File: src/core/bml_pkg.sv
// constants, types and register map of the boot mode select loader
//------------------------------------------------------------------
// Functional notes
//------------------------------------------------------------------
// Functional notes
// - three boot modes chosen by strap levels
// - strap select sampled as input after reset
// - eprom boot later drives pin as chip select
// - strap high: idle, wait for outside loader
// - eprom: channel 0 fetches 256 words, block 0
// - eprom done: execute from address zero
// - host: first auto-dma channel to send takes all 256 words
// - host done: execute from address zero
// - link: any receive link, 256 words, done event
// - link done: execute from address zero
// - both straps high: load nothing, wait interrupt
// - interrupt lines only if enable strap set
// - fixed default vectors per interrupt line
package bml_pkg;
   //------------------------------------------------------------------
   // sizes and timing
   //------------------------------------------------------------------
   localparam int           WORD_W          = 32;
   localparam int           ADDR_W          = 8;
   localparam int           CNT_W           = 9;
   localparam int           FIFO_DEPTH      = 8;
   localparam logic [8:0]   BOOT_WORDS      = 9'h100;
   localparam logic [8:0]   LAST_WORD       = 9'h0FF;
   localparam logic [7:0]   SAMPLE_CYCLES   = 8'h10;
   localparam logic [7:0]   CS_DELAY_CYCLES = 8'h08;
   //------------------------------------------------------------------
   // start vectors
   //------------------------------------------------------------------
   localparam logic [31:0]  BOOT_VECTOR     = 32'h0000_0000;
   localparam logic [31:0]  IRQ0_VECTOR     = 32'h0300_0000;
   localparam logic [31:0]  IRQ1_VECTOR     = 32'h3800_0000;
   localparam logic [31:0]  IRQ2_VECTOR     = 32'h0800_0000;
   localparam logic [31:0]  IRQ3_VECTOR     = 32'h0000_0000;
   //------------------------------------------------------------------
   // word source channels
   //------------------------------------------------------------------
   localparam logic [2:0]   CH_EPROM        = 3'h0;
   localparam logic [2:0]   CH_AUTO0        = 3'h1;
   localparam logic [2:0]   CH_AUTO1        = 3'h2;
   localparam logic [2:0]   CH_LINK0        = 3'h4;
   //------------------------------------------------------------------
   // register map
   //------------------------------------------------------------------
   localparam logic [11:0]  REG_CTRL        = 12'h000;
   localparam logic [11:0]  REG_STATUS      = 12'h004;
   localparam logic [11:0]  REG_COUNT       = 12'h008;
   localparam logic [11:0]  REG_VECTOR      = 12'h00C;
   localparam logic [3:0]   CTRL_MASK_RST   = 4'hF;
   localparam int           ST_STATE_LSB    = 0;
   localparam int           ST_MODE_LSB     = 5;
   localparam int           ST_CH_LSB       = 7;
   localparam int           ST_LOCK_BIT     = 10;
   localparam int           ST_SEL_BIT      = 11;
   localparam int           ST_BM_BIT       = 12;
   localparam int           ST_INTERRUPT_ENABLE_STRAP_BIT    = 13;
   localparam int           ST_RUN_BIT      = 14;
   //------------------------------------------------------------------
   // types
   //------------------------------------------------------------------
   typedef enum logic [4:0]
   {
      S_RESET_WAIT = 5'h01,
      S_CS_WAIT    = 5'h02,
      S_LOAD       = 5'h04,
      S_IRQ_WAIT   = 5'h08,
      S_RUN        = 5'h10
   } bml_state_type;
   typedef enum logic [1:0]
   {
      M_EPROM  = 2'h0,
      M_SLAVE  = 2'h1,
      M_NOBOOT = 2'h2
   } bml_mode_type;
endpackage

File: src/core/bml_fifo.sv
// word fifo between boot sources and block 0 writes
`timescale 1ns/1ps
module bml_fifo
#(
   parameter int WIDTH = 32,
   parameter int DEPTH = 8
)
(
   input  wire logic             clk,
   input  wire logic             rst_n,
   input  wire logic             in_valid,
   output      logic             in_ready,
   input  wire logic [WIDTH-1:0] in_data,
   output      logic             out_valid,
   input  wire logic             out_ready,
   output      logic [WIDTH-1:0] out_data
);
   localparam int PW = $clog2(DEPTH);
   logic [WIDTH-1:0] mem_q [DEPTH];
   logic [PW:0]      wr_q;
   logic [PW:0]      wr_d;
   logic [PW:0]      rd_q;
   logic [PW:0]      rd_d;
   logic             push;
   logic             pop;
   //------------------------------------------------------------------
   // pointers and flags
   //------------------------------------------------------------------
   assign in_ready  = !((wr_q[PW] != rd_q[PW]) && (wr_q[PW-1:0] == rd_q[PW-1:0]));
   assign out_valid = (wr_q != rd_q);
   assign push      = in_valid && in_ready;
   assign pop       = out_valid && out_ready;
   assign out_data  = mem_q[rd_q[PW-1:0]];
   always_comb
   begin
      wr_d = push ? wr_q + 1'b1 : wr_q;
      rd_d = pop ? rd_q + 1'b1 : rd_q;
   end
   always_ff @(posedge clk or negedge rst_n)
   begin
      if (!rst_n)
      begin
         wr_q <= '0;
         rd_q <= '0;
      end
      else
      begin
         wr_q <= wr_d;
         rd_q <= rd_d;
      end
   end
   //------------------------------------------------------------------
   // storage
   //------------------------------------------------------------------
   always_ff @(posedge clk)
   begin
      if (push)
      begin
         mem_q[wr_q[PW-1:0]] <= in_data;
      end
   end
endmodule

File: src/core/bml_boot_mode_select_loader.sv
// boot mode select loader: strap sampling, boot word loading, start
`timescale 1ns/1ps
module bml_boot_mode_select_loader
(
   input  wire logic        pclk,
   input  wire logic        presetn,
   input  wire logic [11:0] paddr,
   input  wire logic        psel,
   input  wire logic        penable,
   input  wire logic        pwrite,
   input  wire logic [31:0] pwdata,
   output      logic [31:0] prdata,
   output      logic        pready,
   output      logic        pslverr,
   input  wire logic        boot_strap_select_i,
   output      logic        boot_strap_select_o,
   output      logic        boot_strap_select_oe,
   input  wire logic        boot_mode_strap,
   input  wire logic        interrupt_enable_strap,
   input  wire logic [3:0]  external_interrupt_lines_n,
   output      logic        eprom_rd_req,
   output      logic [7:0]  eprom_rd_addr,
   input  wire logic        word_in_valid,
   output      logic        word_in_ready,
   input  wire logic [2:0]  word_in_channel,
   input  wire logic [31:0] word_in_data,
   output      logic        mem_wr_en,
   input  wire logic        mem_wr_ready,
   output      logic [7:0]  mem_wr_addr,
   output      logic [31:0] mem_wr_data,
   output      logic        boot_dma_done,
   output      logic        core_start,
   output      logic        core_run,
   output      logic [31:0] core_start_vector
);
   //------------------------------------------------------------------
   // declarations
   //------------------------------------------------------------------
   bml_pkg::bml_state_type state_q;
   bml_pkg::bml_state_type state_d;
   bml_pkg::bml_mode_type  mode_q;
   bml_pkg::bml_mode_type  mode_d;
   logic [6:0]  sync1_q;
   logic [6:0]  sync2_q;
   logic [7:0]  cnt_q;
   logic [7:0]  cnt_d;
   logic        sel_smp_q;
   logic        sel_smp_d;
   logic        bm_smp_q;
   logic        bm_smp_d;
   logic        irq_en_q;
   logic        irq_en_d;
   logic        locked_q;
   logic        locked_d;
   logic [2:0]  lock_ch_q;
   logic [2:0]  lock_ch_d;
   logic [8:0]  fetch_q;
   logic [8:0]  fetch_d;
   logic [8:0]  in_cnt_q;
   logic [8:0]  in_cnt_d;
   logic [8:0]  wr_cnt_q;
   logic [8:0]  wr_cnt_d;
   logic        oe_q;
   logic        oe_d;
   logic        cs_n_q;
   logic        cs_n_d;
   logic        req_q;
   logic        req_d;
   logic        run_q;
   logic        run_d;
   logic        start_q;
   logic        start_d;
   logic        done_q;
   logic        done_d;
   logic [31:0] vec_q;
   logic [31:0] vec_d;
   logic [3:0]  mask_q;
   logic [3:0]  mask_d;
   logic [31:0] rdata_q;
   logic [31:0] rdata_d;
   logic        sel_sync;
   logic        bm_sync;
   logic        interrupt_enable_strap_sync;
   logic [3:0]  irq_act;
   logic        ch_ok;
   logic        acc_ok;
   logic        take;
   logic        fifo_in_ready;
   logic        fifo_out_valid;
   logic        fifo_out_ready;
   logic [31:0] fifo_out_data;
   logic        mem_fire;
   logic        addr_ok;
   logic [31:0] status_word;
   //------------------------------------------------------------------
   // pin synchronisers
   //------------------------------------------------------------------
   always_ff @(posedge pclk or negedge presetn)
   begin
      if (!presetn)
      begin
         sync1_q <= 7'h7F;
         sync2_q <= 7'h7F;
      end
      else
      begin
         sync1_q <= {external_interrupt_lines_n, interrupt_enable_strap,
                     boot_mode_strap, boot_strap_select_i};
         sync2_q <= sync1_q;
      end
   end
   assign sel_sync   = sync2_q[0];
   assign bm_sync    = sync2_q[1];
   assign interrupt_enable_strap_sync = sync2_q[2];
   assign irq_act    = ~sync2_q[6:3] & mask_q;
   //------------------------------------------------------------------
   // word acceptance
   //------------------------------------------------------------------
   always_comb
   begin
      ch_ok = 1'b0;
      if (mode_q == bml_pkg::M_EPROM)
      begin
         ch_ok = (word_in_channel == bml_pkg::CH_EPROM);
      end
      else if (mode_q == bml_pkg::M_SLAVE)
      begin
         ch_ok = (word_in_channel == bml_pkg::CH_AUTO0) ||
                 (word_in_channel == bml_pkg::CH_AUTO1) ||
                 (word_in_channel[2] == bml_pkg::CH_LINK0[2]);
         if (locked_q)
         begin
            ch_ok = (word_in_channel == lock_ch_q);
         end
      end
   end
   assign acc_ok         = (state_q == bml_pkg::S_LOAD) && (in_cnt_q < bml_pkg::BOOT_WORDS)
                           && ch_ok;
   assign word_in_ready  = acc_ok && fifo_in_ready;
   assign take           = word_in_valid && word_in_ready;
   assign fifo_out_ready = mem_wr_ready && (state_q == bml_pkg::S_LOAD);
   assign mem_wr_en      = fifo_out_valid && (state_q == bml_pkg::S_LOAD);
   assign mem_fire       = mem_wr_en && mem_wr_ready;
   bml_fifo
   #(
      .WIDTH (bml_pkg::WORD_W),
      .DEPTH (bml_pkg::FIFO_DEPTH)
   )
   u_fifo
   (
      .clk       (pclk),
      .rst_n     (presetn),
      .in_valid  (word_in_valid && acc_ok),
      .in_ready  (fifo_in_ready),
      .in_data   (word_in_data),
      .out_valid (fifo_out_valid),
      .out_ready (fifo_out_ready),
      .out_data  (fifo_out_data)
   );
   //------------------------------------------------------------------
   // boot sequencer
   //------------------------------------------------------------------
   always_comb
   begin
      state_d   = state_q;
      mode_d    = mode_q;
      cnt_d     = cnt_q;
      sel_smp_d = sel_smp_q;
      bm_smp_d  = bm_smp_q;
      irq_en_d  = irq_en_q;
      locked_d  = locked_q;
      lock_ch_d = lock_ch_q;
      fetch_d   = fetch_q;
      in_cnt_d  = in_cnt_q;
      wr_cnt_d  = wr_cnt_q;
      oe_d      = oe_q;
      cs_n_d    = cs_n_q;
      run_d     = run_q;
      vec_d     = vec_q;
      start_d   = 1'b0;
      done_d    = 1'b0;
      unique case (state_q)
         bml_pkg::S_RESET_WAIT:
         begin
            if (cnt_q == 8'h00)
            begin
               sel_smp_d = sel_sync;
               bm_smp_d  = bm_sync;
               irq_en_d  = interrupt_enable_strap_sync;
               cnt_d     = bml_pkg::CS_DELAY_CYCLES - 8'h01;
               if (!sel_sync)
               begin
                  mode_d  = bml_pkg::M_EPROM;
                  state_d = bml_pkg::S_CS_WAIT;
               end
               else if (bm_sync)
               begin
                  mode_d  = bml_pkg::M_NOBOOT;
                  state_d = bml_pkg::S_IRQ_WAIT;
               end
               else
               begin
                  mode_d  = bml_pkg::M_SLAVE;
                  state_d = bml_pkg::S_LOAD;
               end
            end
            else
            begin
               cnt_d = cnt_q - 8'h01;
            end
         end
         bml_pkg::S_CS_WAIT:
         begin
            if (cnt_q == 8'h00)
            begin
               oe_d    = 1'b1;
               cs_n_d  = 1'b0;
               state_d = bml_pkg::S_LOAD;
            end
            else
            begin
               cnt_d = cnt_q - 8'h01;
            end
         end
         bml_pkg::S_LOAD:
         begin
            if (take)
            begin
               in_cnt_d = in_cnt_q + 9'h001;
               if (mode_q == bml_pkg::M_EPROM)
               begin
                  fetch_d = fetch_q + 9'h001;
               end
               if (!locked_q)
               begin
                  locked_d  = 1'b1;
                  lock_ch_d = word_in_channel;
               end
            end
            if (mem_fire)
            begin
               wr_cnt_d = wr_cnt_q + 9'h001;
               if (wr_cnt_q == bml_pkg::LAST_WORD)
               begin
                  done_d  = 1'b1;
                  start_d = 1'b1;
                  run_d   = 1'b1;
                  vec_d   = bml_pkg::BOOT_VECTOR;
                  cs_n_d  = 1'b1;
                  state_d = bml_pkg::S_RUN;
               end
            end
         end
         bml_pkg::S_IRQ_WAIT:
         begin
            if (irq_en_q && (irq_act != 4'h0))
            begin
               start_d = 1'b1;
               run_d   = 1'b1;
               state_d = bml_pkg::S_RUN;
               if (irq_act[0])
               begin
                  vec_d = bml_pkg::IRQ0_VECTOR;
               end
               else if (irq_act[1])
               begin
                  vec_d = bml_pkg::IRQ1_VECTOR;
               end
               else if (irq_act[2])
               begin
                  vec_d = bml_pkg::IRQ2_VECTOR;
               end
               else
               begin
                  vec_d = bml_pkg::IRQ3_VECTOR;
               end
            end
         end
         bml_pkg::S_RUN:
         begin
            state_d = bml_pkg::S_RUN;
         end
      endcase
      req_d = (state_d == bml_pkg::S_LOAD) && (mode_d == bml_pkg::M_EPROM) &&
              (fetch_d < bml_pkg::BOOT_WORDS);
   end
   always_ff @(posedge pclk or negedge presetn)
   begin
      if (!presetn)
      begin
         state_q   <= bml_pkg::S_RESET_WAIT;
         mode_q    <= bml_pkg::M_SLAVE;
         cnt_q     <= bml_pkg::SAMPLE_CYCLES - 8'h01;
         sel_smp_q <= 1'b1;
         bm_smp_q  <= 1'b0;
         irq_en_q  <= 1'b0;
         locked_q  <= 1'b0;
         lock_ch_q <= 3'h0;
         fetch_q   <= 9'h000;
         in_cnt_q  <= 9'h000;
         wr_cnt_q  <= 9'h000;
         oe_q      <= 1'b0;
         cs_n_q    <= 1'b1;
         req_q     <= 1'b0;
         run_q     <= 1'b0;
         start_q   <= 1'b0;
         done_q    <= 1'b0;
         vec_q     <= 32'h0000_0000;
      end
      else
      begin
         state_q   <= state_d;
         mode_q    <= mode_d;
         cnt_q     <= cnt_d;
         sel_smp_q <= sel_smp_d;
         bm_smp_q  <= bm_smp_d;
         irq_en_q  <= irq_en_d;
         locked_q  <= locked_d;
         lock_ch_q <= lock_ch_d;
         fetch_q   <= fetch_d;
         in_cnt_q  <= in_cnt_d;
         wr_cnt_q  <= wr_cnt_d;
         oe_q      <= oe_d;
         cs_n_q    <= cs_n_d;
         req_q     <= req_d;
         run_q     <= run_d;
         start_q   <= start_d;
         done_q    <= done_d;
         vec_q     <= vec_d;
      end
   end
   assign boot_strap_select_oe = oe_q;
   assign boot_strap_select_o  = cs_n_q;
   assign eprom_rd_req         = req_q;
   assign eprom_rd_addr        = fetch_q[7:0];
   assign mem_wr_addr          = wr_cnt_q[7:0];
   assign mem_wr_data          = fifo_out_data;
   assign boot_dma_done        = done_q;
   assign core_start           = start_q;
   assign core_run             = run_q;
   assign core_start_vector    = vec_q;
   //------------------------------------------------------------------
   // apb register slave
   //------------------------------------------------------------------
   assign addr_ok = (paddr == bml_pkg::REG_CTRL) || (paddr == bml_pkg::REG_STATUS) ||
                    (paddr == bml_pkg::REG_COUNT) || (paddr == bml_pkg::REG_VECTOR);
   assign pready  = 1'b1;
   assign pslverr = psel && penable && !addr_ok;
   assign prdata  = rdata_q;
   always_comb
   begin
      status_word                                   = 32'h0000_0000;
      status_word[bml_pkg::ST_STATE_LSB+:5]         = state_q;
      status_word[bml_pkg::ST_MODE_LSB+:2]          = mode_q;
      status_word[bml_pkg::ST_CH_LSB+:3]            = lock_ch_q;
      status_word[bml_pkg::ST_LOCK_BIT]             = locked_q;
      status_word[bml_pkg::ST_SEL_BIT]              = sel_smp_q;
      status_word[bml_pkg::ST_BM_BIT]               = bm_smp_q;
      status_word[bml_pkg::ST_INTERRUPT_ENABLE_STRAP_BIT]            = irq_en_q;
      status_word[bml_pkg::ST_RUN_BIT]              = run_q;
      mask_d  = mask_q;
      rdata_d = rdata_q;
      if (psel && penable && pwrite && (paddr == bml_pkg::REG_CTRL))
      begin
         mask_d = pwdata[3:0];
      end
      if (psel && !penable)
      begin
         rdata_d = 32'h0000_0000;
         if (!pwrite)
         begin
            if (paddr == bml_pkg::REG_CTRL)
            begin
               rdata_d = {28'h0000000, mask_q};
            end
            else if (paddr == bml_pkg::REG_STATUS)
            begin
               rdata_d = status_word;
            end
            else if (paddr == bml_pkg::REG_COUNT)
            begin
               rdata_d = {7'h00, in_cnt_q, 7'h00, wr_cnt_q};
            end
            else if (paddr == bml_pkg::REG_VECTOR)
            begin
               rdata_d = vec_q;
            end
         end
      end
   end
   always_ff @(posedge pclk or negedge presetn)
   begin
      if (!presetn)
      begin
         mask_q  <= bml_pkg::CTRL_MASK_RST;
         rdata_q <= 32'h0000_0000;
      end
      else
      begin
         mask_q  <= mask_d;
         rdata_q <= rdata_d;
      end
   end
endmodule

File: config.mk
export PLATFORM = sky130hd
export DESIGN_NAME = bml_boot_mode_select_loader
export DESIGN_NICKNAME = d
export VERILOG_FILES = /design/src/core/bml_pkg.sv /design/src/core/bml_fifo.sv /design/src/core/bml_boot_mode_select_loader.sv
export SDC_FILE = /design/constraint.sdc
export NUM_CORES = 1
export LEC_CHECK = 0
export BUFFER_PORTS_ARGS = -buffer_cell sky130_fd_sc_hd__buf_2
export CORE_UTILIZATION = 59
export CTS_BUF_LIST = sky130_fd_sc_hd__clkbuf_8
export DETAILED_ROUTE_END_ITERATION = 10
export PLACE_DENSITY = 0.85
export SLEW_MARGIN = 20
export SYNTH_ARGS = -nofsm -noshare
export SYNTH_HDL_FRONTEND = slang
export SYNTH_SLANG_ARGS = --single-unit
export TNS_END_PERCENT = 50
File: constraint.sdc
create_clock -name pclk -period 5.9 [get_ports pclk]
set_clock_uncertainty 0.2 [all_clocks]
set_input_delay 0.295 -clock pclk [delete_from_list [all_inputs] [get_ports pclk]]
set_output_delay 0.295 -clock pclk [all_outputs]
set_load 0.01 [all_outputs]
== Word-level counts from Yosys, hierarchy flattened ==
Memories as Yosys holds them, arrays and structs flattened.
Cells that the tools add are included.
Word-level totals
  flip-flop bits (word level): 145
  RAM bits: 256
  bits of input ports: 93
  word-level logic and storage cells: 148
  memories kept: 1
Cells by class
  add/subtract/negate cells: 6
  magnitude comparators: 2
  eq/ne operators: 22
  multiplexer cells: 46
  bitwise logic cells: 3
  reductions and logical operators: 44
Memory list
  u_fifo.mem_q: words 8, bits a word 32, rd ports 1, clocked after memory_dff 0, write ports 1, line bml_fifo.sv:19  | logic [WIDTH-1:0] mem_q [DEPTH];
Operators by type and width (count)
  32-bit 2-to-1 mux: 8
  32-bit one-hot mux with 2 select lines: 1
  30-bit 2-to-1 mux: 2
  28-bit 2-to-1 mux: 1
  9-bit by 1-bit adder with 9-bit output, second input constant: 3
  9-bit 2-to-1 mux: 3
  5-bit 2-to-1 mux: 5
  5-bit one-hot mux with 5 select lines: 1
  12-bit by 4-bit equality test with 1-bit output, second input constant: 2
  1-bit logical AND: 19
  9-bit less-than comparator, second input constant: 2
  8-bit 2-to-1 mux: 2
  8-bit one-hot mux with 2 select lines: 1
  1-bit 2-to-1 mux: 13
  12-bit by 3-bit equality test with 1-bit output, second input constant: 1
  12-bit zero test: 1
  5-bit by 3-bit equality test with 1-bit output, second input constant: 2
  2-bit AND reduction: 5
  9-bit by 8-bit equality test with 1-bit output, second input constant: 1
  4-bit by 1-bit adder with 4-bit output, second input constant: 2
  8-bit zero test: 1
  2-bit 2-to-1 mux: 4
  4-bit 2-to-1 mux: 2
  2-bit != test, second input constant: 4
  24 further kinds: 37

== Longest topological paths before layout ==
  word-level depth: 13
  mapped depth: 9
  mapped depth without buffers: 9

== Modules after synthesis ==
Synthesis repeated with hierarchy kept, for this count alone.
Second synthesis, totals
  cell total of the unflattened synthesis: 889
  area total of the unflattened synthesis: 15406.0 µm²
By module, submodules not included
  bml_fifo: times used 1, cells each 429, area an instance 10364.9 µm², sequential area each 7887.6 µm²
  bml_boot_mode_select_loader: times used 1, cells each 460, area an instance 5041.1 µm², sequential area each 2610.0 µm²

== Worst setup path before layout ==
OpenSTA, ideal clock, no wires.
  kind: flip-flop to flip-flop
  start: register mode_q[0]
  end: memory u_fifo.mem_q[0][0] (enable)
  setup time: 0.502 ns
  arrival: 4.544 ns
  data required time: 5.198 ns
  path slack: 0.654 ns
  cell stages (with the launch flop): 7
  path buffers: 2
  period minus slack after synthesis: 5.246 ns
  cells stage by stage: dfstp_2 clkbuf_1 nor4b_1 a311oi_1 nand3_1 buf_1 nor4_1
Between the ends
  longest elaborated chain between the ends: 8
  elaborated cells on any way between the ends: 9
  classes of those cells: eq/ne (1); mux (4); reduce/logical (4)
RTL lines
  from (decl): line bml_boot_mode_select_loader.sv:41  | bml_pkg::bml_mode_type mode_q;
  from (signal assigned): line bml_boot_mode_select_loader.sv:292  | mode_q <= bml_pkg::M_SLAVE;
  from (signal assigned): line bml_boot_mode_select_loader.sv:313  | mode_q <= mode_d;
  2-bit by 1-bit equality test with 1-bit output: line bml_boot_mode_select_loader.sv:126  | else if (mode_q == bml_pkg::M_SLAVE)
  1-bit 2-to-1 mux: line bml_boot_mode_select_loader.sv:126
  1-bit 2-to-1 mux *: line bml_boot_mode_select_loader.sv:122  | if (mode_q == bml_pkg::M_EPROM)
  1-bit logical AND *: line bml_boot_mode_select_loader.sv:138  | && ch_ok;
  1-bit logical AND *: line bml_boot_mode_select_loader.sv:153  | .in_valid (word_in_valid && acc_ok),
  1-bit logical AND *: line bml_fifo.sv:31  | assign push = in_valid && in_ready;
  1-bit 2-to-1 mux *: line bml_fifo.sv:57  | if (push)
  1-bit 2-to-1 mux (implied by the code) *: line bml_fifo.sv:59  | mem_q[wr_q[PW-1:0]] <= in_data;
  to (decl): line bml_fifo.sv:19
Every way passes the cells marked *; elsewhere a longest branch is shown, timed or not.

== Final worst setup path ==
  start: register u_fifo.rd_q[2]
  end: memory u_fifo.mem_q[2][24] (enable)
Between the ends
  longest elaborated chain between the ends: 6
RTL lines
  from (decl): line bml_fifo.sv:22  | logic [PW:0] rd_q;
  from (signal assigned): line bml_fifo.sv:49  | rd_q <= rd_d;
  3-bit equality test: line bml_fifo.sv:29  | assign in_ready = !((wr_q[PW] != rd_q[PW]) && (wr_q[PW-1:0] == rd_q[PW-1:0]));
  1-bit logical AND: line bml_fifo.sv:29
  1-bit zero test: line bml_fifo.sv:29
  1-bit logical AND: line bml_fifo.sv:31
  1-bit 2-to-1 mux: line bml_fifo.sv:57
  1-bit 2-to-1 mux (implied by the code): line bml_fifo.sv:59
No other way between the ends.

==> metrics <==
count of final hold-check violations 0; CTS Hold Bufs 55; area share of the largest cell type after synthesis 0.5093; final setup fails 0; WP data required roughly 6.0 ns; Clock Power Share 0.397; DRT Pass-1 Iters 5; vias per cell around 5.8; Final HPWL DP roughly 18 mm; min cycle time layout 3.782 ns; RSZ-0062 raised after global routing no; I/O pin cnt ~220; post-synthesis register bit count ~370; mapped cell area around 0.015 sq mm; placed cell count 1325; Net Sw Power between 1 and 1.5 mW; Resize count post-CTS 0; DRT antenna net count 0; die span in x 161.9 um; crit end category register; Cell Int Power 3.768 mW; Tot GR Track Use 0.2448; largest net degree at the start of global routing between 60 and 70; Area Growth Syn to Fin 16.38%; post-layout power 4.782 mW; vias in the first global route 8903; Yosys Warn Count 0; highest clock rate 264.4 MHz; Antenna diodes 0; Total Wirelength 31.37 mm; Slew Limit Fails 0; Power Density about 270 mW/mm^2; synth cell count leaders edfxtp_1, dfrtp_1, mux4_2; fin crit share 0.6410; setup_tns 0 ns; Flop pwr share 0.580; run status finished clean; # DRC 0; row cnt 58; drt wl/cell ~21 um; worst slew pin tran 0.9442 ns; Yosys top cell by area edfxtp_1; Port Buffers roughly 150; nets between 1000 and 1500; Iteration-0 DRC Markers 708; register area share after synthesis 0.6955; critical path class register to register; fraction of layout cells with a size suffix above 1 0.3435; # Max-Cap Violations 0; Routability Congestion 0.8464; Congestion Overflow GR 0; number of antenna violations at the first check in global routing 0; Slew HR 0.3705; Net Sw Frac 0.2120; Core ar. roughly 0.025 sq mm; synth unique cells between 60 and 70; chip height 161.9 um; CTS tree built; post-synthesis async set-or-reset flop share 0.3025; htree depth 2; postcts setup bufs 0; clock buffer depth 3; CTS Root Buffer Type clkbuf_8; first-pass GRT wire length a little under 50 mm; Vias roughly 8600; Post-synth EDFFs ~260; fin area about 0.018 sq mm; clk sink count 367; worst-path fanout max 35; P_leak about 6.8 nW; CP startpoint kind register; Logic pwr share 0.023; clk_lat worst skew approximately 0.57 ns; starting density of the core 0.6011; ys flop type edfxtp_1; cts bufs inserted 56; Mapped Cells slightly below 900; placed inst area approximately 0.016 sq mm; min-delay worst type input port to register; most frequent cell after synthesis edfxtp_1; top cells by area, synth edfxtp_1, dfrtp_1, mux4_2; syn_area_per_cell ~17 sq um; Clock transition at path regs around 0.060 ns; Non-Filler Instances 1483; CP Data Arrival Time roughly 3.8 ns; Worst VDD drop roughly 0.42 mV; die area 0.02622 sq mm
## cell families after synthesis
logic type	after synthesis	synth area share
compound gates	73	0.03540
xor+xnor	39	0.02263
fa+ha+maj	7	0.005803
buf+inv	109	0.04269
flops	367	0.6955
mux	111	0.1312
other cells	2	0.0004976
simple gates	181	0.06624
## per-layer routing
layer  GRT usage  share of wire
met1      0.3039           0.38
met2      0.4257           0.52
met3     0.04520          0.069
met4     0.09991          0.030
met5           0              0
## sequential cells by signal, summed over array words and instances (netlist names), 5 cells and up
| name | count |
|---|---|
| in_cnt_q | 9 |
| prdata | 27 |
| cnt_q | 8 |
| wr_cnt_q | 9 |
| sync2_q | 7 |
| sync1_q | 7 |
| u_fifo.mem_q | 256 |
| fetch_q | 9 |
| state_q | 5 |
## critical path, stage by stage (launching register included)
cell and delay [ns]:
dfrtp_2 0.34, buf_4 0.50, xnor2_1 0.16, and4b_1 0.26, nor2_1 0.18, nand3_1 0.52
nor4_2 0.88, buf_4 0.41
## layout by cell type (no fill, tap or decap), types with 30 or more instances in the layout
master	netlist	final
mux4_2	64	64
mux2_2	43	43
dfrtp_1	85	82
nand2_1	49	49
clkbuf_8	0	61
conb_1	2	32
inv_1	14	30
edfxtp_1	256	256
buf_2	8	153
dlygate4sd3_1	0	55
## path summary, 6_finish.rpt
path,slack (ns),depth (start not counted),to,start
max in group asynchronous,4.21,3,u_fifo.rd_q[0]$_DFFE_PN0P_,presetn
hold / removal,0.04,4,mask_q[3]$_DFFE_PN1P_,pwrite
setup / recovery,2.12,7,u_fifo.mem_q[2][24]$_DFFE_PP_,u_fifo.rd_q[2]$_DFFE_PN0P_
min in group asynchronous,0.13,2,boot_dma_done$_DFF_PN0_,presetn
hold reg to reg,0.15,0,sync2_q[3]$_DFF_PN1_,sync1_q[3]$_DFF_PN1_
setup reg to reg,2.12,7,u_fifo.mem_q[2][24]$_DFFE_PP_,u_fifo.rd_q[2]$_DFFE_PN0P_
## power groups by stage
stage	sequential [mW]	combinational, mW	clock [mW]
2_1_floorplan	2.82	0.0352	0
3_3_place_gp	2.82	0.0765	0
3_5_place_dp	2.82	0.0809	0
4_1_cts	2.77	0.109	1.93
5_1_grt	2.77	0.122	2.04
6_report	2.77	0.111	1.90
## metrics by stage
step / hold WS [ns] / worst slack [ns] / util
floorplan: -0.2006 / 0.6540 / -
global placement: 0.1461 / 1.992 / 0.6364
detailed placement: 0.1470 / 2.086 / 0.6368
CTS: 0.01177 / 2.050 / 0.6996
global route: 0.05147 / 1.837 / 0.6996
finish: 0.04436 / 2.118 / 0.6996
## final cells by class
type,instances,area [sq um]
Clock buffer,61,839.6
Clock inverter,42,186.4
Fill cell,1576,7543
Inverter,15,56.30
Multi-Input combinational cell,443,4123
Sequential cell,367,10500
Tap cell,330,412.9
Timing Repair Buffer,225,1444
Power figures use the tool's default switching activity.
